File: src/core/qpsc_pkg.sv
// Overview of operation
// - write-protect low blocks every nonvolatile data register save
// - serial input bits are taken on the rising serial clock edge
// - serial output has an enable so it can share the input wire
// - each array enables at most one of its tap switches at a time
// - each 8-bit wiper register decodes one-hot onto 256 tap enables
// - four independent wiper registers, one per potentiometer
// - write-wiper instruction loads a wiper register from a host byte
// - single or global transfer loads wipers from a chosen data register
// - step instruction moves a wiper one position per rising serial clock, holding at either end
// - at power-up each wiper loads from its pot's data register zero
// - four 8-bit nonvolatile data registers per pot, host readable and writable
// - a data register change completes within at most 10 ms
// - save starts only on select rising after a complete write sequence
// - write-busy flag shows a save in progress, read by read-status
// - first byte after select falls is the identification byte
// - upper identification nibble must match the device type code
// - low two identification bits must match the address pins, else stop
// - read data leaves on the falling serial clock edge
// - pause and resume only with clock low; sequence state is kept
// - all activity ignored until select has fallen once after power-up
// - second byte: instruction nibble, register select, pot select
package qpsc_pkg;
  // ==========================================================
  // geometry
  localparam int unsigned N_POTS = 4;
  localparam int unsigned N_REGS = 4;
  localparam int unsigned WIPER_W = 8;
  localparam int unsigned TAPS = 256;
  localparam logic [7:0] WIPER_MIN = 8'h00;
  localparam logic [7:0] WIPER_MAX = 8'hff;
  localparam logic [7:0] NV_INIT = 8'h00;
  localparam logic [255:0] TAP_RESET = 256'h1;
  localparam int unsigned STATUS_BUSY_BIT = 0;
  // ==========================================================
  // identification and instruction byte fields
  localparam logic [3:0] TYPE_CODE = 4'h9; // arbitrary value
  localparam int unsigned HI_MSB = 7;
  localparam int unsigned HI_LSB = 4;
  localparam int unsigned REG_MSB = 3;
  localparam int unsigned REG_LSB = 2;
  localparam int unsigned POT_MSB = 1;
  localparam int unsigned POT_LSB = 0;
  localparam logic [3:0] OP_RD_WIPER = 4'h9;
  localparam logic [3:0] OP_WR_WIPER = 4'ha;
  localparam logic [3:0] OP_RD_NV = 4'hb;
  localparam logic [3:0] OP_WR_NV = 4'hc;
  localparam logic [3:0] OP_NV_TO_WIPER = 4'hd;
  localparam logic [3:0] OP_WIPER_TO_NV = 4'he;
  localparam logic [3:0] OP_G_NV_TO_WIPER = 4'h1;
  localparam logic [3:0] OP_G_WIPER_TO_NV = 4'h8;
  localparam logic [3:0] OP_STEP = 4'h2;
  localparam logic [3:0] OP_STATUS = 4'h5;
  // ==========================================================
  // timing
  localparam int unsigned CLK_HZ = 20_000_000;
  localparam int unsigned NV_WRITE_MS = 10;
  // longest time, so rounded down
  localparam int unsigned NV_WRITE_CYCLES = NV_WRITE_MS * (CLK_HZ / 1000);

  typedef enum logic [2:0] {ST_ID, ST_INSTR, ST_DATA, ST_READ, ST_STEP, ST_DONE,
                            ST_SKIP} qpsc_state_t;

  function automatic logic [3:0] hi_of(input logic [7:0] b);
    return b[HI_MSB:HI_LSB];
  endfunction : hi_of

  function automatic logic [1:0] reg_of(input logic [7:0] b);
    return b[REG_MSB:REG_LSB];
  endfunction : reg_of

  function automatic logic [1:0] pot_of(input logic [7:0] b);
    return b[POT_MSB:POT_LSB];
  endfunction : pot_of

  function automatic logic [255:0] onehot(input logic [7:0] v);
    logic [255:0] r;
    r = '0;
    r[v] = 1'b1;
    return r;
  endfunction : onehot

  function automatic logic [7:0] step(input logic [7:0] v, input logic up);
    logic [7:0] r;
    r = v;
    if (up && v != WIPER_MAX) r = 8'(v + 8'h01);
    if (!up && v != WIPER_MIN) r = 8'(v - 8'h01);
    return r;
  endfunction : step
endpackage : qpsc_pkg

File: src/core/qpsc_if.sv
// ==========================================================
// serial front end towards the command core
interface qpsc_link_if;
  logic sck_rise;
  logic sck_fall;
  logic si;
  logic cs_rise;
  logic byte_valid;
  logic [7:0] byte_data;
  logic wp_n;
  logic [1:0] addr;
  modport rx (output sck_rise, sck_fall, si, cs_rise, byte_valid, byte_data, wp_n, addr);
  modport core (input sck_rise, sck_fall, si, cs_rise, byte_valid, byte_data, wp_n, addr);
endinterface : qpsc_link_if

// ==========================================================
// data register store towards the command core
interface qpsc_nv_if;
  logic wr_req;
  logic wr_global;
  logic [1:0] wr_pot;
  logic [1:0] wr_reg;
  logic [7:0] wr_data;
  logic [31:0] wr_wipers;
  logic [1:0] rd_pot;
  logic [1:0] rd_reg;
  logic [7:0] rd_data;
  logic [31:0] rd_col;
  logic busy;
  modport store (input wr_req, wr_global, wr_pot, wr_reg, wr_data, wr_wipers, rd_pot,
                 rd_reg, output rd_data, rd_col, busy);
  modport core (output wr_req, wr_global, wr_pot, wr_reg, wr_data, wr_wipers, rd_pot,
                rd_reg, input rd_data, rd_col, busy);
endinterface : qpsc_nv_if

File: src/core/qpsc_serial_rx.sv
module qpsc_serial_rx (
  // clock and reset
  input wire logic i_sys_clk,
  input wire logic i_rst_n,
  // pins
  input wire logic i_sck,
  input wire logic i_si,
  input wire logic i_cs_n,
  input wire logic i_hold_n,
  input wire logic i_wp_n,
  input wire logic [1:0] i_addr,
  // towards the core
  qpsc_link_if.rx lnk
);
  // ==========================================================
  // synchronisers, order {addr, wp, hold, cs, si, sck}
  logic [6:0] meta_q;
  logic [6:0] sync_q;
  logic sck_prev_q;
  logic cs_prev_q;
  logic armed_q;
  logic [2:0] cnt_q;
  logic [7:0] shift_q;
  logic valid_q;
  wire sck_s = sync_q[0];
  wire si_s = sync_q[1];
  wire cs_s = sync_q[2];
  wire hold_s = sync_q[3];
  wire cs_fall_w = cs_prev_q && !cs_s;
  wire active_w = armed_q && !cs_s;
  // edges are frozen while paused; host only toggles pause with clock low
  wire rise_w = active_w && hold_s && sck_s && !sck_prev_q;
  wire fall_w = active_w && hold_s && !sck_s && sck_prev_q;

  always_ff @(posedge i_sys_clk) begin
    if (!i_rst_n) begin
      meta_q <= '0;
      sync_q <= '0;
      sck_prev_q <= 1'b0;
      cs_prev_q <= 1'b0;
    end else begin
      meta_q <= {i_addr, i_wp_n, i_hold_n, i_cs_n, i_si, i_sck};
      sync_q <= meta_q;
      sck_prev_q <= sck_s;
      cs_prev_q <= cs_s;
    end
  end

  always_ff @(posedge i_sys_clk) begin
    if (!i_rst_n) begin
      armed_q <= 1'b0;
    end else if (cs_fall_w) begin
      armed_q <= 1'b1;
    end
  end

  // bit count restarts whenever select is high, so a new frame opens on an id byte
  always_ff @(posedge i_sys_clk) begin
    if (!i_rst_n) begin
      cnt_q <= '0;
      shift_q <= '0;
      valid_q <= 1'b0;
    end else begin
      valid_q <= 1'b0;
      if (!active_w) begin
        cnt_q <= '0;
      end else if (rise_w) begin
        shift_q <= {shift_q[6:0], si_s};
        cnt_q <= 3'(cnt_q + 3'h1);
        valid_q <= (cnt_q == 3'h7);
      end
    end
  end

  assign lnk.sck_rise = rise_w;
  assign lnk.sck_fall = fall_w;
  assign lnk.si = si_s;
  assign lnk.cs_rise = !cs_prev_q && cs_s && armed_q;
  assign lnk.byte_valid = valid_q;
  assign lnk.byte_data = shift_q;
  assign lnk.wp_n = sync_q[4];
  assign lnk.addr = sync_q[6:5];
endmodule : qpsc_serial_rx

File: src/core/qpsc_nv_store.sv
module qpsc_nv_store #(
  parameter int unsigned NV_CYCLES = qpsc_pkg::NV_WRITE_CYCLES
) (
  // clock and reset
  input wire logic i_sys_clk,
  input wire logic i_rst_n,
  // towards the core
  qpsc_nv_if.store nv
);
  localparam int unsigned CW = $clog2(NV_CYCLES + 1);
  localparam logic [CW-1:0] LOAD = CW'(NV_CYCLES);
  if (NV_CYCLES < 1) begin : g_chk
    $error("NV_CYCLES must be at least one");
  end
  // a flop array stands in for the cells; reset gives the blank value
  logic [7:0] mem_q [qpsc_pkg::N_POTS][qpsc_pkg::N_REGS];
  logic [CW-1:0] cnt_q;
  wire start_w = nv.wr_req && cnt_q == '0;

  always_ff @(posedge i_sys_clk) begin
    if (!i_rst_n) begin
      for (int p = 0; p < qpsc_pkg::N_POTS; p++) begin
        for (int r = 0; r < qpsc_pkg::N_REGS; r++) begin
          mem_q[p][r] <= qpsc_pkg::NV_INIT;
        end
      end
    end else if (start_w) begin
      for (int p = 0; p < qpsc_pkg::N_POTS; p++) begin
        if (nv.wr_global) mem_q[p][nv.wr_reg] <= nv.wr_wipers[p*8 +: 8];
      end
      if (!nv.wr_global) mem_q[nv.wr_pot][nv.wr_reg] <= nv.wr_data;
    end
  end

  // a request while busy is dropped: the cells cannot take a second save
  always_ff @(posedge i_sys_clk) begin
    if (!i_rst_n) cnt_q <= '0;
    else if (start_w) cnt_q <= LOAD;
    else if (cnt_q != '0) cnt_q <= CW'(cnt_q - 1'b1);
  end

  assign nv.busy = cnt_q != '0;
  assign nv.rd_data = mem_q[nv.rd_pot][nv.rd_reg];
  for (genvar p = 0; p < qpsc_pkg::N_POTS; p++) begin : g_col
    assign nv.rd_col[p*8 +: 8] = mem_q[p][nv.rd_reg];
  end
endmodule : qpsc_nv_store

File: src/core/qpsc_top.sv
module qpsc_top #(
  parameter int unsigned NV_WRITE_CYCLES = qpsc_pkg::NV_WRITE_CYCLES
) (
  // clock and reset
  input wire logic i_sys_clk,
  input wire logic i_rst_n,
  // serial port
  input wire logic i_sck,
  input wire logic i_si,
  input wire logic i_cs_n,
  input wire logic i_hold_n,
  output logic o_so,
  output logic o_so_oe,
  // straps
  input wire logic i_wp_n,
  input wire logic [1:0] i_chip_address_pins,
  // tap switch enables and status
  output logic [3:0][255:0] o_tap_en,
  output logic o_nv_write_busy_flag
);
  if (NV_WRITE_CYCLES < 1) begin : g_chk
    $error("NV_WRITE_CYCLES must be at least one");
  end

  qpsc_link_if lnk ();
  qpsc_nv_if nv ();

  qpsc_serial_rx u_rx (
    .i_sys_clk(i_sys_clk),
    .i_rst_n(i_rst_n),
    .i_sck(i_sck),
    .i_si(i_si),
    .i_cs_n(i_cs_n),
    .i_hold_n(i_hold_n),
    .i_wp_n(i_wp_n),
    .i_addr(i_chip_address_pins),
    .lnk(lnk.rx)
  );

  qpsc_nv_store #(.NV_CYCLES(NV_WRITE_CYCLES)) u_nv (
    .i_sys_clk(i_sys_clk),
    .i_rst_n(i_rst_n),
    .nv(nv.store)
  );

  // ==========================================================
  // state
  qpsc_pkg::qpsc_state_t state_q, state_d;
  logic [3:0][7:0] wiper_position_register_q, wiper_d;
  logic [3:0] op_q, op_d;
  logic [1:0] pot_select_bits_q, pot_d;
  logic [1:0] register_select_bits_q, reg_d;
  logic [7:0] out_q, out_d;
  logic [7:0] data_q, data_d;
  logic pend_q, pend_d;
  logic pend_glb_q, pend_glb_d;
  logic so_q, so_d;
  logic oe_q, oe_d;
  logic recall_q;
  logic commit_w;

  // ==========================================================
  // decode of the byte just received
  wire [7:0] rx_byte = lnk.byte_data;
  wire [3:0] rx_hi = qpsc_pkg::hi_of(rx_byte);
  wire [1:0] rx_pot = qpsc_pkg::pot_of(rx_byte);
  wire [1:0] rx_reg = qpsc_pkg::reg_of(rx_byte);
  wire type_ok = rx_hi == qpsc_pkg::TYPE_CODE;
  // middle bits are the host's to keep at zero and are not checked
  wire addr_ok = rx_pot == lnk.addr;
  wire id_ok = type_ok && addr_ok;
  wire in_instr = state_q == qpsc_pkg::ST_INSTR;
  wire [7:0] status_byte = 8'(nv.busy) << qpsc_pkg::STATUS_BUSY_BIT;

  assign nv.rd_pot = in_instr ? rx_pot : pot_select_bits_q;
  assign nv.rd_reg = recall_q ? 2'h0 : (in_instr ? rx_reg : register_select_bits_q);
  assign commit_w = lnk.cs_rise && pend_q && lnk.wp_n;
  assign nv.wr_req = commit_w;
  assign nv.wr_global = pend_glb_q;
  assign nv.wr_pot = pot_select_bits_q;
  assign nv.wr_reg = register_select_bits_q;
  assign nv.wr_data = data_q;
  assign nv.wr_wipers = wiper_position_register_q;

  // ==========================================================
  // command sequencer
  always_comb begin
    state_d = state_q;
    wiper_d = wiper_position_register_q;
    op_d = op_q;
    pot_d = pot_select_bits_q;
    reg_d = register_select_bits_q;
    out_d = out_q;
    data_d = data_q;
    pend_d = pend_q;
    pend_glb_d = pend_glb_q;
    so_d = so_q;
    oe_d = oe_q;
    if (recall_q) wiper_d = nv.rd_col;
    if (lnk.cs_rise) begin
      state_d = qpsc_pkg::ST_ID;
      oe_d = 1'b0;
      pend_d = 1'b0;
    end else begin
      case (state_q)
        qpsc_pkg::ST_ID: begin
          if (lnk.byte_valid) state_d = id_ok ? qpsc_pkg::ST_INSTR : qpsc_pkg::ST_SKIP;
        end
        qpsc_pkg::ST_INSTR: begin
          if (lnk.byte_valid) begin
            op_d = rx_hi;
            pot_d = rx_pot;
            reg_d = rx_reg;
            state_d = qpsc_pkg::ST_DONE;
            case (rx_hi)
              qpsc_pkg::OP_RD_WIPER: begin
                out_d = wiper_position_register_q[rx_pot];
                state_d = qpsc_pkg::ST_READ;
              end
              qpsc_pkg::OP_RD_NV: begin
                out_d = nv.rd_data;
                state_d = qpsc_pkg::ST_READ;
              end
              qpsc_pkg::OP_STATUS: begin
                out_d = status_byte;
                state_d = qpsc_pkg::ST_READ;
              end
              qpsc_pkg::OP_WR_WIPER, qpsc_pkg::OP_WR_NV: state_d = qpsc_pkg::ST_DATA;
              qpsc_pkg::OP_NV_TO_WIPER: wiper_d[rx_pot] = nv.rd_data;
              qpsc_pkg::OP_G_NV_TO_WIPER: wiper_d = nv.rd_col;
              qpsc_pkg::OP_WIPER_TO_NV, qpsc_pkg::OP_G_WIPER_TO_NV: begin
                data_d = wiper_position_register_q[rx_pot];
                pend_d = 1'b1;
                pend_glb_d = rx_hi == qpsc_pkg::OP_G_WIPER_TO_NV;
              end
              qpsc_pkg::OP_STEP: state_d = qpsc_pkg::ST_STEP;
              default: state_d = qpsc_pkg::ST_SKIP;
            endcase
          end
        end
        qpsc_pkg::ST_DATA: begin
          if (lnk.byte_valid) begin
            state_d = qpsc_pkg::ST_DONE;
            if (op_q == qpsc_pkg::OP_WR_WIPER) begin
              wiper_d[pot_select_bits_q] = rx_byte;
            end else begin
              data_d = rx_byte;
              pend_d = 1'b1;
              pend_glb_d = 1'b0;
            end
          end
        end
        qpsc_pkg::ST_READ: begin
          if (lnk.sck_fall) begin
            so_d = out_q[7];
            out_d = {out_q[6:0], 1'b0};
            oe_d = 1'b1;
          end
          if (lnk.byte_valid) begin
            state_d = qpsc_pkg::ST_DONE;
            oe_d = 1'b0;
          end
        end
        qpsc_pkg::ST_STEP: begin
          if (lnk.sck_rise) begin
            wiper_d[pot_select_bits_q] =
              qpsc_pkg::step(wiper_position_register_q[pot_select_bits_q], lnk.si);
          end
        end
        qpsc_pkg::ST_DONE, qpsc_pkg::ST_SKIP: begin
          // extra clocks are ignored until select rises
          state_d = state_q;
        end
        default: state_d = qpsc_pkg::ST_ID;
      endcase
    end
  end

  always_ff @(posedge i_sys_clk) begin
    if (!i_rst_n) begin
      state_q <= qpsc_pkg::ST_ID;
      wiper_position_register_q <= '0;
      op_q <= '0;
      pot_select_bits_q <= '0;
      register_select_bits_q <= '0;
      out_q <= '0;
      data_q <= '0;
      pend_q <= 1'b0;
      pend_glb_q <= 1'b0;
      so_q <= 1'b0;
      oe_q <= 1'b0;
    end else begin
      state_q <= state_d;
      wiper_position_register_q <= wiper_d;
      op_q <= op_d;
      pot_select_bits_q <= pot_d;
      register_select_bits_q <= reg_d;
      out_q <= out_d;
      data_q <= data_d;
      pend_q <= pend_d;
      pend_glb_q <= pend_glb_d;
      so_q <= so_d;
      oe_q <= oe_d;
    end
  end

  // one cycle after reset the wipers take data register zero
  always_ff @(posedge i_sys_clk) begin
    if (!i_rst_n) recall_q <= 1'b1;
    else recall_q <= 1'b0;
  end

  // ==========================================================
  // outputs; tap enables lag the wiper by one cycle, glitch free
  always_ff @(posedge i_sys_clk) begin
    if (!i_rst_n) begin
      o_tap_en <= {4{qpsc_pkg::TAP_RESET}};
      o_nv_write_busy_flag <= 1'b0;
    end else begin
      for (int p = 0; p < qpsc_pkg::N_POTS; p++) begin
        o_tap_en[p] <= qpsc_pkg::onehot(wiper_position_register_q[p]);
      end
      o_nv_write_busy_flag <= nv.busy;
    end
  end
  assign o_so = so_q;
  assign o_so_oe = oe_q;
endmodule : qpsc_top

File: config.mk
export PLATFORM = sky130hd
export DESIGN_NAME = qpsc_top
export DESIGN_NICKNAME = d
export VERILOG_FILES = /design/src/core/qpsc_pkg.sv /design/src/core/qpsc_if.sv /design/src/core/qpsc_serial_rx.sv /design/src/core/qpsc_nv_store.sv /design/src/core/qpsc_top.sv
export SDC_FILE = /design/constraint.sdc
export NUM_CORES = 2
export LEC_CHECK = 0
export ABC_AREA = 1
export BUFFER_PORTS_ARGS = -buffer_cell sky130_fd_sc_hd__clkbuf_2
export CAP_MARGIN = 20
export CORE_AREA = 2 2 401 403
export CTS_BUF_LIST = sky130_fd_sc_hd__clkbuf_4 sky130_fd_sc_hd__clkbuf_8 sky130_fd_sc_hd__clkbuf_16
export DETAILED_ROUTE_END_ITERATION = 8
export DIE_AREA = 0 0 403 405
export GPL_TIMING_DRIVEN = 0
export PLACE_DENSITY = 0.57
export SYNTH_ARGS = -nofsm -noshare
export SYNTH_HDL_FRONTEND = slang
export SYNTH_HIERARCHICAL = 1
export SYNTH_SLANG_ARGS = --single-unit
File: constraint.sdc
create_clock -name i_sys_clk -period 3.7 [get_ports i_sys_clk]
set_input_delay 0.37 -clock i_sys_clk [delete_from_list [all_inputs] [get_ports i_sys_clk]]
set_output_delay 0.37 -clock i_sys_clk [all_outputs]
set_load 0.05 [all_outputs]
==> flow_metrics.env <==
export IMPL_run_status="finished, violations left"
export IMPL_violations="negative setup slack"
export IMPL_finish_net_count=6057
export IMPL_synth_area_leader_cell="sky130_fd_sc_hd__dfxtp_1"
export IMPL_fp_dieH_microns=405
export IMPL_crit_end="o_tap_en[99]$_SDFF_PN0_"
export IMPL_post_synth_cell_area_avg_sq_um=8.709
export IMPL_dp_cells=7980
export IMPL_worst_clock_skew_ns=0.07420
export IMPL_total_power_uw=30580
export IMPL_clockBufferDepth=3
export IMPL_remaining_drc_errors=0
export IMPL_critical_path_cell_chain="clkbuf_1 > inv_1 > nor3_1 > nand2_1 > clkbuf_1 > nor2_1"
export IMPL_critPathSlowestCell="sky130_fd_sc_hd__nor2_1"
export IMPL_cellPowerDensity_nw_per_um2=549.6
export IMPL_worstPathMaxFanout=10
export IMPL_wl_microns=201000
export IMPL_rows=147
export IMPL_hold_worst_slack_ns=0.09569
export IMPL_synth_area_sq_um=42290
export IMPL_ys_types=51
export IMPL_grtUsageMet3_pct=6.928
export IMPL_regToRegStartpoint="nv.wr_wipers[1]$_SDFF_PN0_"
export IMPL_grt_use_total_pct=23.53
export IMPL_achievable_frequency_ghz=0.2660
export IMPL_worst_ep_required_time_ns=4.23
export IMPL_routed_length_per_placed_instance_microns=24.28
export IMPL_finalWorstPathRequiredPeriod_ns=3.759
export IMPL_globalRouteOverflowTotal=0
export IMPL_synth_ff_latch_count=1264
export IMPL_pin_count=1036
export IMPL_place_detailed_hpwl_microns=155700
export IMPL_synth_sequential_area_ratio_pct=62.86
export IMPL_synth_top_family_by_area="simple AND/OR/NAND/NOR gates"
export IMPL_synthSimpleGateAreaFrac_pct=24.06
export IMPL_setup_worst_path_end_class="flop"
export IMPL_dr_total_vias=39250
export IMPL_grt_antenna_before_repair=16
export IMPL_peakVddDrop_v=0.0004892
export IMPL_routability_driven_placement_congestion_ratio=1.029
export IMPL_asyncSetResetFlopFracSynth_pct=0
export IMPL_first_pass_iteration_count_of_the_detailed_router=7
export IMPL_yosysWarnings=6
export IMPL_setup_worst_path_start="nv.wr_wipers[1]$_SDFF_PN0_"
export IMPL_layout_cells_sized_above_1_pct=25.37
export IMPL_path_clk_slew_ns=0.06
export IMPL_antenna_violating_nets_post_route=0
export IMPL_total_leakage_power_uw=0.02398
export IMPL_grt_busiest_layer="met2"
export IMPL_design_die_area_sq_um=163200
export IMPL_source_to_sink_clock_delay_at_the_later_pin_of_the_worst_skew_pair_ns=0.81
export IMPL_critical_path_s_top_delay_family="simple AND/OR/NAND/NOR gates"
export IMPL_portion_of_the_clock_cycle_consumed_by_the_worst_path_in_the_final_layout_pct=101.6
export IMPL_share_of_the_synthesized_area_in_compound_gates_ao_oa_aoi_oai_pct=7.594
export IMPL_finalMaxSlewViolations=0
export IMPL_largest_net_degree_at_the_start_of_global_routing=17
export IMPL_first_global_vias=36970
export IMPL_start_util_pct=26.55
export IMPL_setup_violations=2
export IMPL_synth_xor_xnor_area_share_pct=0.2485
export IMPL_timing_max_cap_violations=0
export IMPL_largest_register_ff_count=1024
export IMPL_coreArea_sq_um=159300
export IMPL_hp_class="in2reg"
export IMPL_r2r_cells=6
export IMPL_number_of_stages_on_the_worst_setup_path=6
export IMPL_grt_pass1_wl_microns=275300
export IMPL_worstSetupStartpointType="flop"
export IMPL_ys_dominant_reg_cell="sky130_fd_sc_hd__dfxtp_1"
export IMPL_top_post_synthesis_cells_by_count="sky130_fd_sc_hd__nor2_1 (1322), sky130_fd_sc_hd__dfxtp_1 (1136), sky130_fd_sc_hd__nand2_1 (822), sky130_fd_sc_hd__o21ai_0 (256), sky130_fd_sc_hd__clkbuf_1 (235)"
export IMPL_vias_per_cell=4.741
export IMPL_cp_common_cell="sky130_fd_sc_hd__clkbuf_1"
export IMPL_muxShareOfSynthArea_pct=0
export IMPL_port_buffers=1035
export IMPL_worst_slack_ns=-0.05934
export IMPL_cts_num_sinks=1264
export IMPL_ys_top_cells_by_area="sky130_fd_sc_hd__dfxtp_1 (54%), sky130_fd_sc_hd__nor2_1 (12%), sky130_fd_sc_hd__edfxtp_1 (9.1%), sky130_fd_sc_hd__nand2_1 (7.3%), sky130_fd_sc_hd__o21ai_0 (3.0%)"
export IMPL_preCtsSetupSlack_ns=-1.772
export IMPL_grt_util_met2_pct=38.32
export IMPL_worstReg2RegEnd="o_tap_en[99]$_SDFF_PN0_"
export IMPL_relSlewSlack_pct=24.67
export IMPL_cts_tree="done"
export IMPL_cts_made_buffers=136
export IMPL_cts_htree_levels=4
export IMPL_rrSetupSlack_ns=-0.06
export IMPL_dominant_cell_by_count_in_the_synthesized_netlist="sky130_fd_sc_hd__nor2_1"
export IMPL_synth_edff_count=128
export IMPL_criticalPathCategory="reg2reg"
export IMPL_cp_buffers_inverters=3
export IMPL_grt_setup_unrepaired="true"
export IMPL_crit_path_max_incr_delay_ns=0.88
export IMPL_final_cell_count_no_fill=8279
export IMPL_ctsRootBufferMaster="sky130_fd_sc_hd__clkbuf_16"
export IMPL_synthCells=4856
export IMPL_net_count_of_the_mapped_netlist=4871
export IMPL_critPathArrivalTime_ns=4.29
export IMPL_area_growth_synth_to_final_pct=31.53
export IMPL_adder_cell_share_of_the_synthesized_area_pct=0.1775
export IMPL_die_x_microns=403
export IMPL_share_of_the_synthesized_area_in_the_top_cell_type_pct=53.77
export IMPL_final_hold_violation_count=0
export IMPL_register_name_with_the_most_flops="o_tap_en"
export IMPL_global_route_usage_met1_pct=28.06
export IMPL_worstHoldStart="i_rst_n"
export IMPL_worst_pin_slew_ns=1.126
export IMPL_drtIter0Drc=3822
[cells in the final DEF, fill, tap and decap left out, types with 10 or more instances in the layout]
cell | synthesis | final
sky130_fd_sc_hd__clkbuf_1 | 235 | 189
sky130_fd_sc_hd__o21ai_1 | 6 | 23
sky130_fd_sc_hd__o21ai_0 | 256 | 224
sky130_fd_sc_hd__edfxtp_1 | 128 | 128
sky130_fd_sc_hd__nand3_2 | 17 | 17
sky130_fd_sc_hd__clkbuf_16 | 0 | 138
sky130_fd_sc_hd__buf_6 | 12 | 13
sky130_fd_sc_hd__clkinv_2 | 0 | 19
sky130_fd_sc_hd__nor3_1 | 55 | 51
sky130_fd_sc_hd__a21oi_1 | 200 | 188
sky130_fd_sc_hd__o22ai_1 | 33 | 23
sky130_fd_sc_hd__clkbuf_2 | 8 | 1066
sky130_fd_sc_hd__o211ai_1 | 21 | 21
sky130_fd_sc_hd__a21oi_2 | 0 | 11
sky130_fd_sc_hd__nor2_2 | 20 | 28
sky130_fd_sc_hd__nand3_1 | 212 | 211
sky130_fd_sc_hd__clkbuf_4 | 2 | 43
sky130_fd_sc_hd__nand2_2 | 8 | 18
sky130_fd_sc_hd__o221ai_1 | 20 | 20
sky130_fd_sc_hd__o21ai_2 | 2 | 17
sky130_fd_sc_hd__o22ai_2 | 0 | 10
sky130_fd_sc_hd__nor2_1 | 1322 | 1314
sky130_fd_sc_hd__dfxtp_1 | 1136 | 1131
sky130_fd_sc_hd__nand4_1 | 15 | 15
sky130_fd_sc_hd__nand2_1 | 822 | 811
sky130_fd_sc_hd__inv_1 | 167 | 166
sky130_fd_sc_hd__buf_4 | 20 | 28
sky130_fd_sc_hd__diode_2 | 0 | 41
sky130_fd_sc_hd__a211oi_1 | 32 | 24
sky130_fd_sc_hd__buf_2 | 28 | 26
sky130_fd_sc_hd__clkbuf_8 | 0 | 29
[stage by stage]
step / instance area, sq um / utilization [%] / TNS, ns
global placement: 50080 / 31.44 / -61.72
finish: 55630 / 34.93 / -0.06676
global route: 55630 / 34.93 / -0.2651
CTS: 55400 / 34.78 / -0.03536
detailed placement: 50130 / 31.47 / -54.57
floorplan: 42290 / - / 0
[power by group]
group	internal, uW	switching (uW)
registers	14000	263
logic	490	1460
clock network	8320	6010
[worst min-delay path by stage]
stage          cells after the start                    endpoint
2_1_floorplan                      2   u_rx/sync_q[0]$_SDFF_PN0_
3_3_place_gp                       2   u_rx/sync_q[2]$_SDFF_PN0_
3_5_place_dp                       2   u_rx/sync_q[5]$_SDFF_PN0_
4_1_cts                            3  u_nv/cnt_q[2]$_SDFFE_PP0N_
5_1_grt                            3  u_nv/cnt_q[2]$_SDFFE_PP0N_
6_report                           3  u_nv/cnt_q[2]$_SDFFE_PP0N_
[cells by family after synthesis]
group	after synthesis
adder cells (fa/ha/maj)	6
AO/OA/AOI/OAI	583
XOR/XNOR	12
AND/OR/NAND/NOR	2498
flip-flops	1264
buffers and inverters	493
[layer usage]
layer	wire [microns]	vias up	part of all wire (%)
li1	-	17910	-
met1	76530	18780	38
met2	93330	2164	46
met3	20380	382	10
met4	10700	8	5.3
met5	54	-	0.027
[timing repair]
action | 4_1_cts | 5_1_grt
endpoints found under the setup margin | 43 | 130
pin swaps | 6 | 4
gates resized for setup | 148 | 52
hold buffers | 7 | 0
hold endpoints to repair | 7 | 0
buffers inserted | 4 | 0
[area by class of cell]
cell class,instances,area [sq um]
diodes,41,102.6
clock buffers,189,3980
clock inverters,59,842.1
repair buffers,1050,5338
flip-flops and latches,1264,26590
well taps,2086,2610
fillers,16610,103700
multi-input cells,3099,13860
inverters,179,681.9
plain buffers,312,1618
[worst min-delay path, stage by stage]
cell and delay, ns:
sky130_fd_sc_hd__clkbuf_2 0.22, sky130_fd_sc_hd__nand2_1 0.18, sky130_fd_sc_hd__nor3_1 0.05
No activity file was read; power rests on OpenSTA's default activity.
